## src/cfs_pkg.sv

```systemverilog
// Function
// input faults cut rail and charging, timer paused
// battery-side faults keep rail, stop charging
// undervoltage or timer fault clears safety timer
// safety timer runs throughout a charge cycle
// timer expiry suspends charge, pulses, logs fault
// host selects safety timer duration over bus
// fifteen second watchdog restarted by bus writes
// guard enable zero stops, one restarts watchdog
// watchdog expiry loads defaults, charging continues
// host mode restorable only before timer expiry
// die heat limit tapers charge current
// overheat trip stops all, pulses, logs fault
// recovery after cooling starts new charge cycle
// sticky read-only watchdog timeout flag, bit seven
// phase field: ready, charging, done, fault
// four-bit fault code encoding
// faults queued, read out one per read
// status at offset zero, guard enable resets zero
// overvoltage removal clears code without host; an unread queued code 1 stays in the status byte until a status read pops it
// event pulse counted in clocks, never shortened
// writes to read-only status bits ignored
package cfs_pkg;
  localparam int CLK_MHZ      = 125;
  localparam int PULSE_US     = 256;
  localparam int PULSE_CYC    = PULSE_US * CLK_MHZ;
  localparam int MS_CYC       = CLK_MHZ * 1000;
  localparam int WD_S         = 15;
  localparam int WD_MS        = WD_S * 1000;
  localparam int QDEPTH       = 16;

  localparam logic [7:0] REG_STATUS = 8'h00;
  localparam logic [7:0] REG_TIMER  = 8'h05;
  // bus address value is arbitrary
  localparam logic [6:0] DEV_ADDR   = 7'h4b;
  localparam logic [3:0] BYTE_BITS  = 4'h8;
  localparam logic [3:0] MSB_BIT    = 4'h7;
  localparam int B_GUARD            = 6;
  localparam logic [1:0] SEL_RST    = 2'h1;

  localparam logic [1:0] PH_READY = 2'h0;
  localparam logic [1:0] PH_CHG   = 2'h1;
  localparam logic [1:0] PH_DONE  = 2'h2;
  localparam logic [1:0] PH_FAULT = 2'h3;
  localparam logic [3:0] FC_NORMAL = 4'h0;

  // bit n of the fault vector reports code n+1
  typedef struct packed {
    logic ldo_short;
    logic chg_set_short;
    logic no_batt;
    logic timer;
    logic die_trip;
    logic batt_ovp;
    logic batt_temp;
    logic sleep;
    logic undervoltage_lockout;
    logic overvoltage_guard;
  } cfs_fault_s;

  typedef struct packed {
    logic       overvoltage_guard;
    logic       undervoltage_lockout;
    logic       sleep;
    logic       batt_temp;
    logic       batt_ovp;
    logic       no_batt;
    logic       chg_set_short;
    logic       ldo_short;
    logic       die_trip;
    logic       die_cool;
    logic       heat_limit;
    logic [2:0] heat_steps;
  } cfs_sense_s;

  typedef enum logic [3:0] {
    S_READY = 4'h1,
    S_CHG   = 4'h2,
    S_DONE  = 4'h4,
    S_FAULT = 4'h8
  } cfs_chg_e;

  typedef enum logic [4:0] {
    I_IDLE = 5'h01,
    I_ADDR = 5'h02,
    I_PTR  = 5'h04,
    I_WR   = 5'h08,
    I_RD   = 5'h10
  } cfs_bus_e;
endpackage

```

## src/cfs_charge_fault_supervisor.sv

```systemverilog
`timescale 1ns/1ps
module cfs_charge_fault_supervisor #(
  parameter int MS_CYC    = cfs_pkg::MS_CYC,
  parameter int WD_MS     = cfs_pkg::WD_MS,
  parameter int PULSE_CYC = cfs_pkg::PULSE_CYC,
  parameter int SAFE_MS0  = 3600000,
  parameter int SAFE_MS1  = 7200000,
  parameter int SAFE_MS2  = 14400000,
  parameter int SAFE_MS3  = 28800000
) (
  // clock and reset
  input  wire logic               sys_clk,
  input  wire logic               rst_n,
  // serial bus pins, open drain
  input  wire logic               scl_in,
  input  wire logic               sda_in,
  output logic                    sda_out,
  output logic                    sda_oe,
  // analog sense and charge controller
  input  wire cfs_pkg::cfs_sense_s sense,
  input  wire logic               charge_req,
  input  wire logic               charge_term,
  // charger actions
  output logic                    system_rail_en,
  output logic                    charge_en,
  output logic [2:0]              charge_current_cut,
  output logic                    fallback_mode,
  output logic                    stat_pulse,
  output logic                    int_pulse
);
  function automatic logic [3:0] lowest_code(input logic [9:0] v);
    logic [3:0] c;
    c = cfs_pkg::FC_NORMAL;
    for (int i = 9; i >= 0; i--) begin
      if (v[i]) c = 4'(i + 1);
    end
    return c;
  endfunction

  // bus front end
  logic scl_q, sda_q;
  cfs_pkg::cfs_bus_e ist;
  logic [3:0] bit_cnt;
  logic [7:0] rx, tx, ptr, rd_data, status_byte;
  logic       ack_ph;
  wire i2c_start = scl_in & scl_q & sda_q & ~sda_in;
  wire i2c_stop  = scl_in & scl_q & ~sda_q & sda_in;
  wire scl_rise  = scl_in & ~scl_q;
  wire scl_fall  = ~scl_in & scl_q;
  wire byte_done = (bit_cnt == cfs_pkg::BYTE_BITS);
  wire addr_hit  = (rx[7:1] == cfs_pkg::DEV_ADDR);
  wire bus_live  = ~i2c_start & ~i2c_stop & (ist != cfs_pkg::I_IDLE);
  wire end_byte  = bus_live & scl_fall & byte_done & ~ack_ph;
  wire end_ack   = bus_live & scl_fall & ack_ph;
  wire wr_strobe = end_byte & (ist == cfs_pkg::I_WR);
  wire rd_load   = end_ack & (ist == cfs_pkg::I_RD);
  wire ack_byte  = (ist == cfs_pkg::I_ADDR) ? addr_hit : (ist != cfs_pkg::I_RD);
  cfs_pkg::cfs_bus_e ist_after;
  assign ist_after = (ist == cfs_pkg::I_ADDR) ?
                     (addr_hit ? (rx[0] ? cfs_pkg::I_RD : cfs_pkg::I_PTR) : cfs_pkg::I_IDLE) :
                     (ist == cfs_pkg::I_PTR) ? cfs_pkg::I_WR : ist;
  assign sda_out = 1'b0;

  always_ff @(posedge sys_clk or negedge rst_n) begin
    if (!rst_n) begin
      scl_q   <= 1'b1;
      sda_q   <= 1'b1;
      ist     <= cfs_pkg::I_IDLE;
      bit_cnt <= 4'h0;
      rx      <= 8'h00;
      tx      <= 8'h00;
      ptr     <= 8'h00;
      ack_ph  <= 1'b0;
      sda_oe  <= 1'b0;
    end else begin
      scl_q <= scl_in;
      sda_q <= sda_in;
      if (i2c_start) begin
        ist     <= cfs_pkg::I_ADDR;
        bit_cnt <= 4'h0;
        ack_ph  <= 1'b0;
        sda_oe  <= 1'b0;
      end else if (i2c_stop) begin
        ist    <= cfs_pkg::I_IDLE;
        ack_ph <= 1'b0;
        sda_oe <= 1'b0;
      end else if (bus_live) begin
        if (scl_rise && !ack_ph && !byte_done) begin
          rx      <= {rx[6:0], sda_in};
          bit_cnt <= bit_cnt + 4'h1;
        end
        // master nack ends a read burst
        if (scl_rise && ack_ph && ist == cfs_pkg::I_RD && sda_in) begin
          ist <= cfs_pkg::I_IDLE;
        end
        if (end_byte) begin
          ack_ph <= 1'b1;
          sda_oe <= ack_byte;
          ist    <= ist_after;
          if (ist == cfs_pkg::I_PTR) begin
            ptr <= rx;
          end else if (ist != cfs_pkg::I_ADDR) begin
            ptr <= ptr + 8'h01;
          end
        end else if (end_ack) begin
          ack_ph  <= 1'b0;
          bit_cnt <= 4'h0;
          sda_oe  <= rd_load & ~rd_data[7];
          if (rd_load) tx <= rd_data;
        end else if (scl_fall && ist == cfs_pkg::I_RD) begin
          sda_oe <= ~tx[3'(cfs_pkg::MSB_BIT - bit_cnt)];
        end
      end
    end
  end

  // shared millisecond tick for both timers
  logic [16:0] ms_cnt;
  wire ms_tick = (ms_cnt == 17'(MS_CYC - 1));
  always_ff @(posedge sys_clk or negedge rst_n) begin
    if (!rst_n) ms_cnt <= 17'h0;
    else ms_cnt <= ms_tick ? 17'h0 : ms_cnt + 17'h1;
  end

  // fault picture
  logic tsd, safety_expired;
  cfs_pkg::cfs_chg_e st, next_st;
  cfs_pkg::cfs_fault_s fv;
  assign fv = {sense.ldo_short, sense.chg_set_short, sense.no_batt, safety_expired, tsd,
               sense.batt_ovp, sense.batt_temp, sense.sleep, sense.undervoltage_lockout, sense.overvoltage_guard};
  wire rail_off = sense.overvoltage_guard | sense.undervoltage_lockout | sense.sleep | tsd | sense.ldo_short;
  wire charge_block = rail_off | sense.batt_temp | sense.batt_ovp | safety_expired
                      | sense.no_batt | sense.chg_set_short;

  always_comb begin
    next_st = st;
    case (st)
      cfs_pkg::S_READY: begin
        if (charge_block) next_st = cfs_pkg::S_FAULT;
        else if (charge_req) next_st = cfs_pkg::S_CHG;
      end
      cfs_pkg::S_CHG: begin
        if (charge_block) next_st = cfs_pkg::S_FAULT;
        else if (charge_term) next_st = cfs_pkg::S_DONE;
      end
      cfs_pkg::S_DONE: begin
        if (charge_block) next_st = cfs_pkg::S_FAULT;
        else if (!charge_req) next_st = cfs_pkg::S_READY;
      end
      default: begin
        // cooled trip or cleared overvoltage re-enters a cycle unaided
        if (!charge_block) next_st = cfs_pkg::S_READY; // see R13
      end
    endcase
  end

  // safety timer
  logic [1:0]  timer_sel;
  logic [31:0] safe_cnt, safe_lim;
  assign safe_lim = (timer_sel == 2'h0) ? 32'(SAFE_MS0) :
                    (timer_sel == 2'h1) ? 32'(SAFE_MS1) :
                    (timer_sel == 2'h2) ? 32'(SAFE_MS2) : 32'(SAFE_MS3);
  wire safe_run = (st == cfs_pkg::S_CHG) & ~charge_block;
  wire safe_hit = safe_run & ms_tick & (safe_cnt >= safe_lim - 32'h1);
  wire safe_clr = sense.undervoltage_lockout | safe_hit | ((st == cfs_pkg::S_CHG) & charge_term);

  // watchdog
  logic        host_guard_enable, timeout_flag;
  logic [13:0] wd_cnt;
  wire wd_run = host_guard_enable & ~fallback_mode & ~tsd;
  wire wd_hit = wd_run & ms_tick & (wd_cnt == 14'(WD_MS - 1));
  wire st_wr  = wr_strobe & (ptr == cfs_pkg::REG_STATUS);

  always_ff @(posedge sys_clk or negedge rst_n) begin
    if (!rst_n) begin
      st             <= cfs_pkg::S_READY;
      tsd            <= 1'b0;
      safety_expired <= 1'b0;
      safe_cnt       <= 32'h0;
      timer_sel      <= cfs_pkg::SEL_RST;
      wd_cnt         <= 14'h0;
      host_guard_enable <= 1'b0;
      timeout_flag   <= 1'b0;
      fallback_mode  <= 1'b1;
    end else begin
      st <= next_st;
      if (sense.die_trip) tsd <= 1'b1;
      else if (sense.die_cool) tsd <= 1'b0;
      if (safe_hit) safety_expired <= 1'b1;
      else if (sense.undervoltage_lockout) safety_expired <= 1'b0;
      if (safe_clr) safe_cnt <= 32'h0;
      else if (safe_run && ms_tick) safe_cnt <= safe_cnt + 32'h1;
      // only the guard enable bit of the status byte is writable
      if (st_wr) host_guard_enable <= rx[cfs_pkg::B_GUARD]; // see R08
      if (wd_hit) timer_sel <= cfs_pkg::SEL_RST;
      else if (wr_strobe && ptr == cfs_pkg::REG_TIMER) timer_sel <= rx[1:0];
      if (wr_strobe) wd_cnt <= 14'h0;
      else if (wd_run && ms_tick) wd_cnt <= wd_hit ? 14'h0 : wd_cnt + 14'h1;
      if (wd_hit) timeout_flag <= 1'b1;
      if (wd_hit) fallback_mode <= 1'b1;
      else if (wr_strobe && !safety_expired) fallback_mode <= 1'b0;
    end
  end

  // fault queue: each newly risen fault is logged once per occurrence, unless it clears while the queue is full
  logic [3:0] q_mem [cfs_pkg::QDEPTH];
  logic [3:0] q_wp, q_rp;
  logic [4:0] q_cnt;
  logic [9:0] seen;
  wire [9:0] pending   = fv & ~seen;
  wire       q_full    = (q_cnt == 5'(cfs_pkg::QDEPTH));
  wire       push      = (|pending) & ~q_full;
  wire [3:0] push_code = lowest_code(pending);
  wire       pop       = rd_load & (ptr == cfs_pkg::REG_STATUS) & (q_cnt != 5'h0);
  wire [3:0] code_now  = (q_cnt != 5'h0) ? q_mem[q_rp] : lowest_code(fv);
  logic [1:0] phase;
  assign phase = (st == cfs_pkg::S_FAULT) ? cfs_pkg::PH_FAULT :
                 (st == cfs_pkg::S_CHG)   ? cfs_pkg::PH_CHG :
                 (st == cfs_pkg::S_DONE)  ? cfs_pkg::PH_DONE : cfs_pkg::PH_READY;
  assign status_byte = {timeout_flag, host_guard_enable, phase, code_now};
  assign rd_data = (ptr == cfs_pkg::REG_STATUS) ? status_byte :
                   (ptr == cfs_pkg::REG_TIMER)  ? {6'h00, timer_sel} : 8'h00;

  always_ff @(posedge sys_clk) begin
    if (push) q_mem[q_wp] <= push_code;
  end

  always_ff @(posedge sys_clk or negedge rst_n) begin
    if (!rst_n) begin
      q_wp  <= 4'h0;
      q_rp  <= 4'h0;
      q_cnt <= 5'h0;
      seen  <= 10'h0;
    end else begin
      if (push) q_wp <= q_wp + 4'h1;
      if (pop) q_rp <= q_rp + 4'h1;
      q_cnt <= q_cnt + 5'(push) - 5'(pop);
      seen  <= (seen & fv) | (push ? 10'(10'h1 << (push_code - 4'h1)) : 10'h0);
    end
  end

  // event pulse; a busy pulse is not retriggered so it never shortens
  logic [14:0] pulse_cnt;
  always_ff @(posedge sys_clk or negedge rst_n) begin
    if (!rst_n) begin
      pulse_cnt          <= 15'h0;
      stat_pulse         <= 1'b0;
      int_pulse          <= 1'b0;
      system_rail_en     <= 1'b0;
      charge_en          <= 1'b0;
      charge_current_cut <= 3'h0;
    end else begin
      if (!stat_pulse && push) begin
        pulse_cnt  <= 15'(PULSE_CYC - 1);
        stat_pulse <= 1'b1;
        int_pulse  <= 1'b1;
      end else if (stat_pulse) begin
        pulse_cnt  <= pulse_cnt - 15'h1;
        stat_pulse <= (pulse_cnt != 15'h0);
        int_pulse  <= (pulse_cnt != 15'h0);
      end
      system_rail_en <= ~rail_off;
      // expiry drops charging on the very edge that latches it
      charge_en      <= (next_st == cfs_pkg::S_CHG) & ~charge_block & ~safe_hit;
      charge_current_cut <= (safe_run && sense.heat_limit) ? sense.heat_steps : 3'h0;
    end
  end
endmodule

```

## config.mk

```make
export PLATFORM = sky130hd
export DESIGN_NAME = cfs_charge_fault_supervisor
export DESIGN_NICKNAME = d
export VERILOG_FILES = /design/src/cfs_pkg.sv /design/src/cfs_charge_fault_supervisor.sv
export SDC_FILE = /design/constraint.sdc
export NUM_CORES = 1
export LEC_CHECK = 0
export ABC_AREA = 0
export BUFFER_PORTS_ARGS = -buffer_cell sky130_fd_sc_hd__buf_2
export CAP_MARGIN = 5
export CELL_PAD_IN_SITES_DETAIL_PLACEMENT = 0
export CELL_PAD_IN_SITES_GLOBAL_PLACEMENT = 1
export CORE_MARGIN = 5
export CORE_UTILIZATION = 51
export DETAILED_ROUTE_END_ITERATION = 7
export GPL_TIMING_DRIVEN = 0
export PLACE_DENSITY_LB_ADDON = 0.1
export SLEW_MARGIN = 20
export SYNTH_ARGS = -nofsm -noshare
export SYNTH_HDL_FRONTEND = slang
export SYNTH_SLANG_ARGS = --single-unit
```

## constraint.sdc

```tcl
create_clock -name sys_clk -period 3.43 [get_ports sys_clk]
set_input_delay 0.343 -clock sys_clk [delete_from_list [all_inputs] [get_ports sys_clk]]
set_output_delay 0.343 -clock sys_clk [all_outputs]
set_load 0.1 [all_outputs]
```

==> run metrics <==
number of synthesized flops with an enable pin 64; total power density per cell area 565 nW/um^2; WL final between 20000 and 25000 um; Yosys cell types 74; commonest non-fill, non-tap cell in the layout dfrtp_1; CTS tree yes; layout cell share with drive strength beyond 1 0.130; final setup TNS 0 ns; starting density of the core 0.518; initial antenna violation count 0; CTS Root Cell clkbuf_16; endpoints failing setup 0; Peak VDD IR approximately 0.0005 V; syn avg cell area 10.7 um^2; startpoint types flip-flop; gr usage total 0.198; worst hold path class input port to flip-flop; Yosys warning count 0; commonest non-fill, non-tap cells in the layout dfrtp_1, nand2_1, nor2_1, edfxtp_1, a21oi_1; Wirelength per Cell 17.6 um; Final period util 0.949; post-synthesis cell area 11300 um^2; largest net degree at the start of global routing 82; Synth Instances 1054; fin area 12900 um^2; placer congestion estimate 0.843; Critical R2R Launch timer_sel[0]; Area after DPL 11900 um^2; Antenna Nets Post-Route 0; Die X 159 um; vias in the first global route 7988; skew final 0.0124 ns; Layout Nets 1186; actual slew at the worst max-slew pin 0.981 ns; die area 25200 um^2; Hold Vio Cnt, Final 0; # DRC 0; Syn Nets 1121; clk slew on worst S/H paths 0.05 ns; minimum clock period 3.26 ns; Slew Viols, Final 0; register area share after synthesis 0.516; Layout Utilization 0.589; Slew headroom 0.346; Crit Path Category flip-flop to flip-flop; Via density 5.71; first-pass GRT wire length ~42000 um; Num CTS Buffers 25; main flop type after synthesis dfrtp_1; First-pass DRT Iterations 4; worst-path maximum fanout 10; detailed placement HPWL around 18000 um; Setup crit end kind flip-flop; Synth Register Bits 220; Die Ht 159 um; H-tree depth 1; # diodes 0; total power draw 0.00726 W; vias between 8000 and 9000; area grow syn2layout 13.7%; PortBufs 28; Achievable Freq 307 MHz; GRT overflow 0; CTS max path bufs 3; Max-cap violations 0; # rows between 50 and 60; WP data arrival around 3.7 ns; status complete, no violations; RSZ-0062 raised after global routing true; Leakage 5.41 nW; Worst Reg-to-Reg Cells 13; CP Launch Point timer_sel[0]; reg2reg setup slack 0.17 ns; io pins 30; Worst-Skew Late Latency 0.52 ns; FFs w/ async S/R, synth 0.709; CTS sink cnt between 200 and 250; crit path capture safe_cnt[24]; initial DRC count 550; Core Box Area between 20000 and 25000 um^2; critical path data required time slightly below 4 ns; FF-to-FF End safe_cnt[24]
==> per-stage QoR <==
| step | hold slack, ns | std cells | setup WS [ns] |
|---|---|---|---|
| floorplan | 0.0474 | 1054 | 0.341 |
| global placement | 0.454 | 1362 | -0.473 |
| detailed placement | 0.376 | 1364 | -0.429 |
| CTS | 0.0117 | 1417 | 0.0149 |
| global route | 0.0418 | 1418 | -0.00535 |
| finish | 0.0376 | 1418 | 0.174 |
==> metal layers <==
metal | GRT usage | vias to the layer above | share of wire
li1 | - | 3997 | -
met4 | 0.0461 | 0 | 0.020
met1 | 0.286 | 3906 | 0.46
met5 | 0 | - | 0
met3 | 0.0270 | 30 | 0.042
met2 | 0.321 | 170 | 0.48
==> kinds of logic after synthesis <==
family,after synthesis,share of synthesized area
buffers and inverters,82,0.0287
other,1,0.000332
AND/OR/NAND/NOR,430,0.200
multiplexers,36,0.0575
AO/OA/AOI/OAI,187,0.105
XOR/XNOR,51,0.0395
flip-flops,220,0.516
adder cells (fa/ha/maj),47,0.0527
==> registers in the layout, indices dropped and copies added, names as in the netlist, 2 cells and up <==
register and flops:
tx 8, charge_current_cut 3, q_wp 4, st 4, bit_cnt 4, pulse_cnt 15
timer_sel 2, wd_cnt 14, safe_cnt 32, q_rp 4, ptr 8, ms_cnt 17
rx 8, seen 10, q_cnt 5, ist 5, q_mem 64
==> worst max-delay path, stage by stage (launching register included) <==
cell and delay [ns]:
dfstp_2 0.63, inv_1 0.12, ha_1 0.35, inv_1 0.12
o2111ai_1 0.11, ha_1 0.31, nand3_1 0.13, nor2b_1 0.06
a2111o_1 0.41, a211oi_4 0.34, buf_4 0.20, o21ai_4 0.08
buf_4 0.20, nor2_1 0.12
==> worst min path at each step <==
stage | cells after the start | to | from
floorplan | 0 | ack_ph | rst_n
CTS | 2 | charge_current_cut[1] | sense[1]
global route | 2 | charge_current_cut[0] | sense[0]
detailed placement | 1 | ms_cnt[7] | rst_n
finish | 2 | charge_current_cut[1] | sense[1]
global placement | 1 | timeout_flag | timeout_flag
==> where the power goes <==
group | switching [W] | internal (W)
registers | 0.000243 | 0.00315
logic | 0.000665 | 0.000472
clock network | 0.00104 | 0.00169
total | 0.00195 | 0.00531
==> cell usage after synthesis (all sizes together), types with 9 or more instances <==
cell type | instances | area (um^2)
a21oi | 54 | 270
a31oi | 14 | 87.6
and2 | 23 | 144
and3 | 27 | 169
buf | 12 | 61.3
clkbuf | 29 | 109
dfrtp | 150 | 3750
edfxtp | 64 | 1920
ha | 46 | 576
inv | 41 | 154
mux2 | 12 | 135
mux4 | 22 | 495
nand2 | 91 | 342
nand2b | 20 | 125
nand3 | 51 | 255
nand4 | 27 | 169
nor2 | 82 | 308
nor2b | 15 | 93.8
nor3 | 33 | 165
nor4 | 13 | 96.3
o21ai | 49 | 245
o31ai | 9 | 67.6
xnor2 | 23 | 201
xor2 | 28 | 245
==> layout make-up <==
cell class	count	area, um^2
Timing Repair Buffer	40	270
Clock inverter	10	129
Tap cell	280	350
Fill cell	1838	8960
Inverter	41	154
Buffer	39	173
Multi-Input combinational cell	752	5220
Sequential cell	220	5830
Clock buffer	36	727
==> repair_timing <==
item                       in CTS  in global routing
setup endpoints to repair      37                 18
hold endpoints to repair       77                  0
pin swaps                       2                  3
cloned                          0                  0
resized for setup              10                  9
hold buffers                    4                  0
setup buffers                   5                  1
Note: power is estimated with default switching activity, not from simulation.
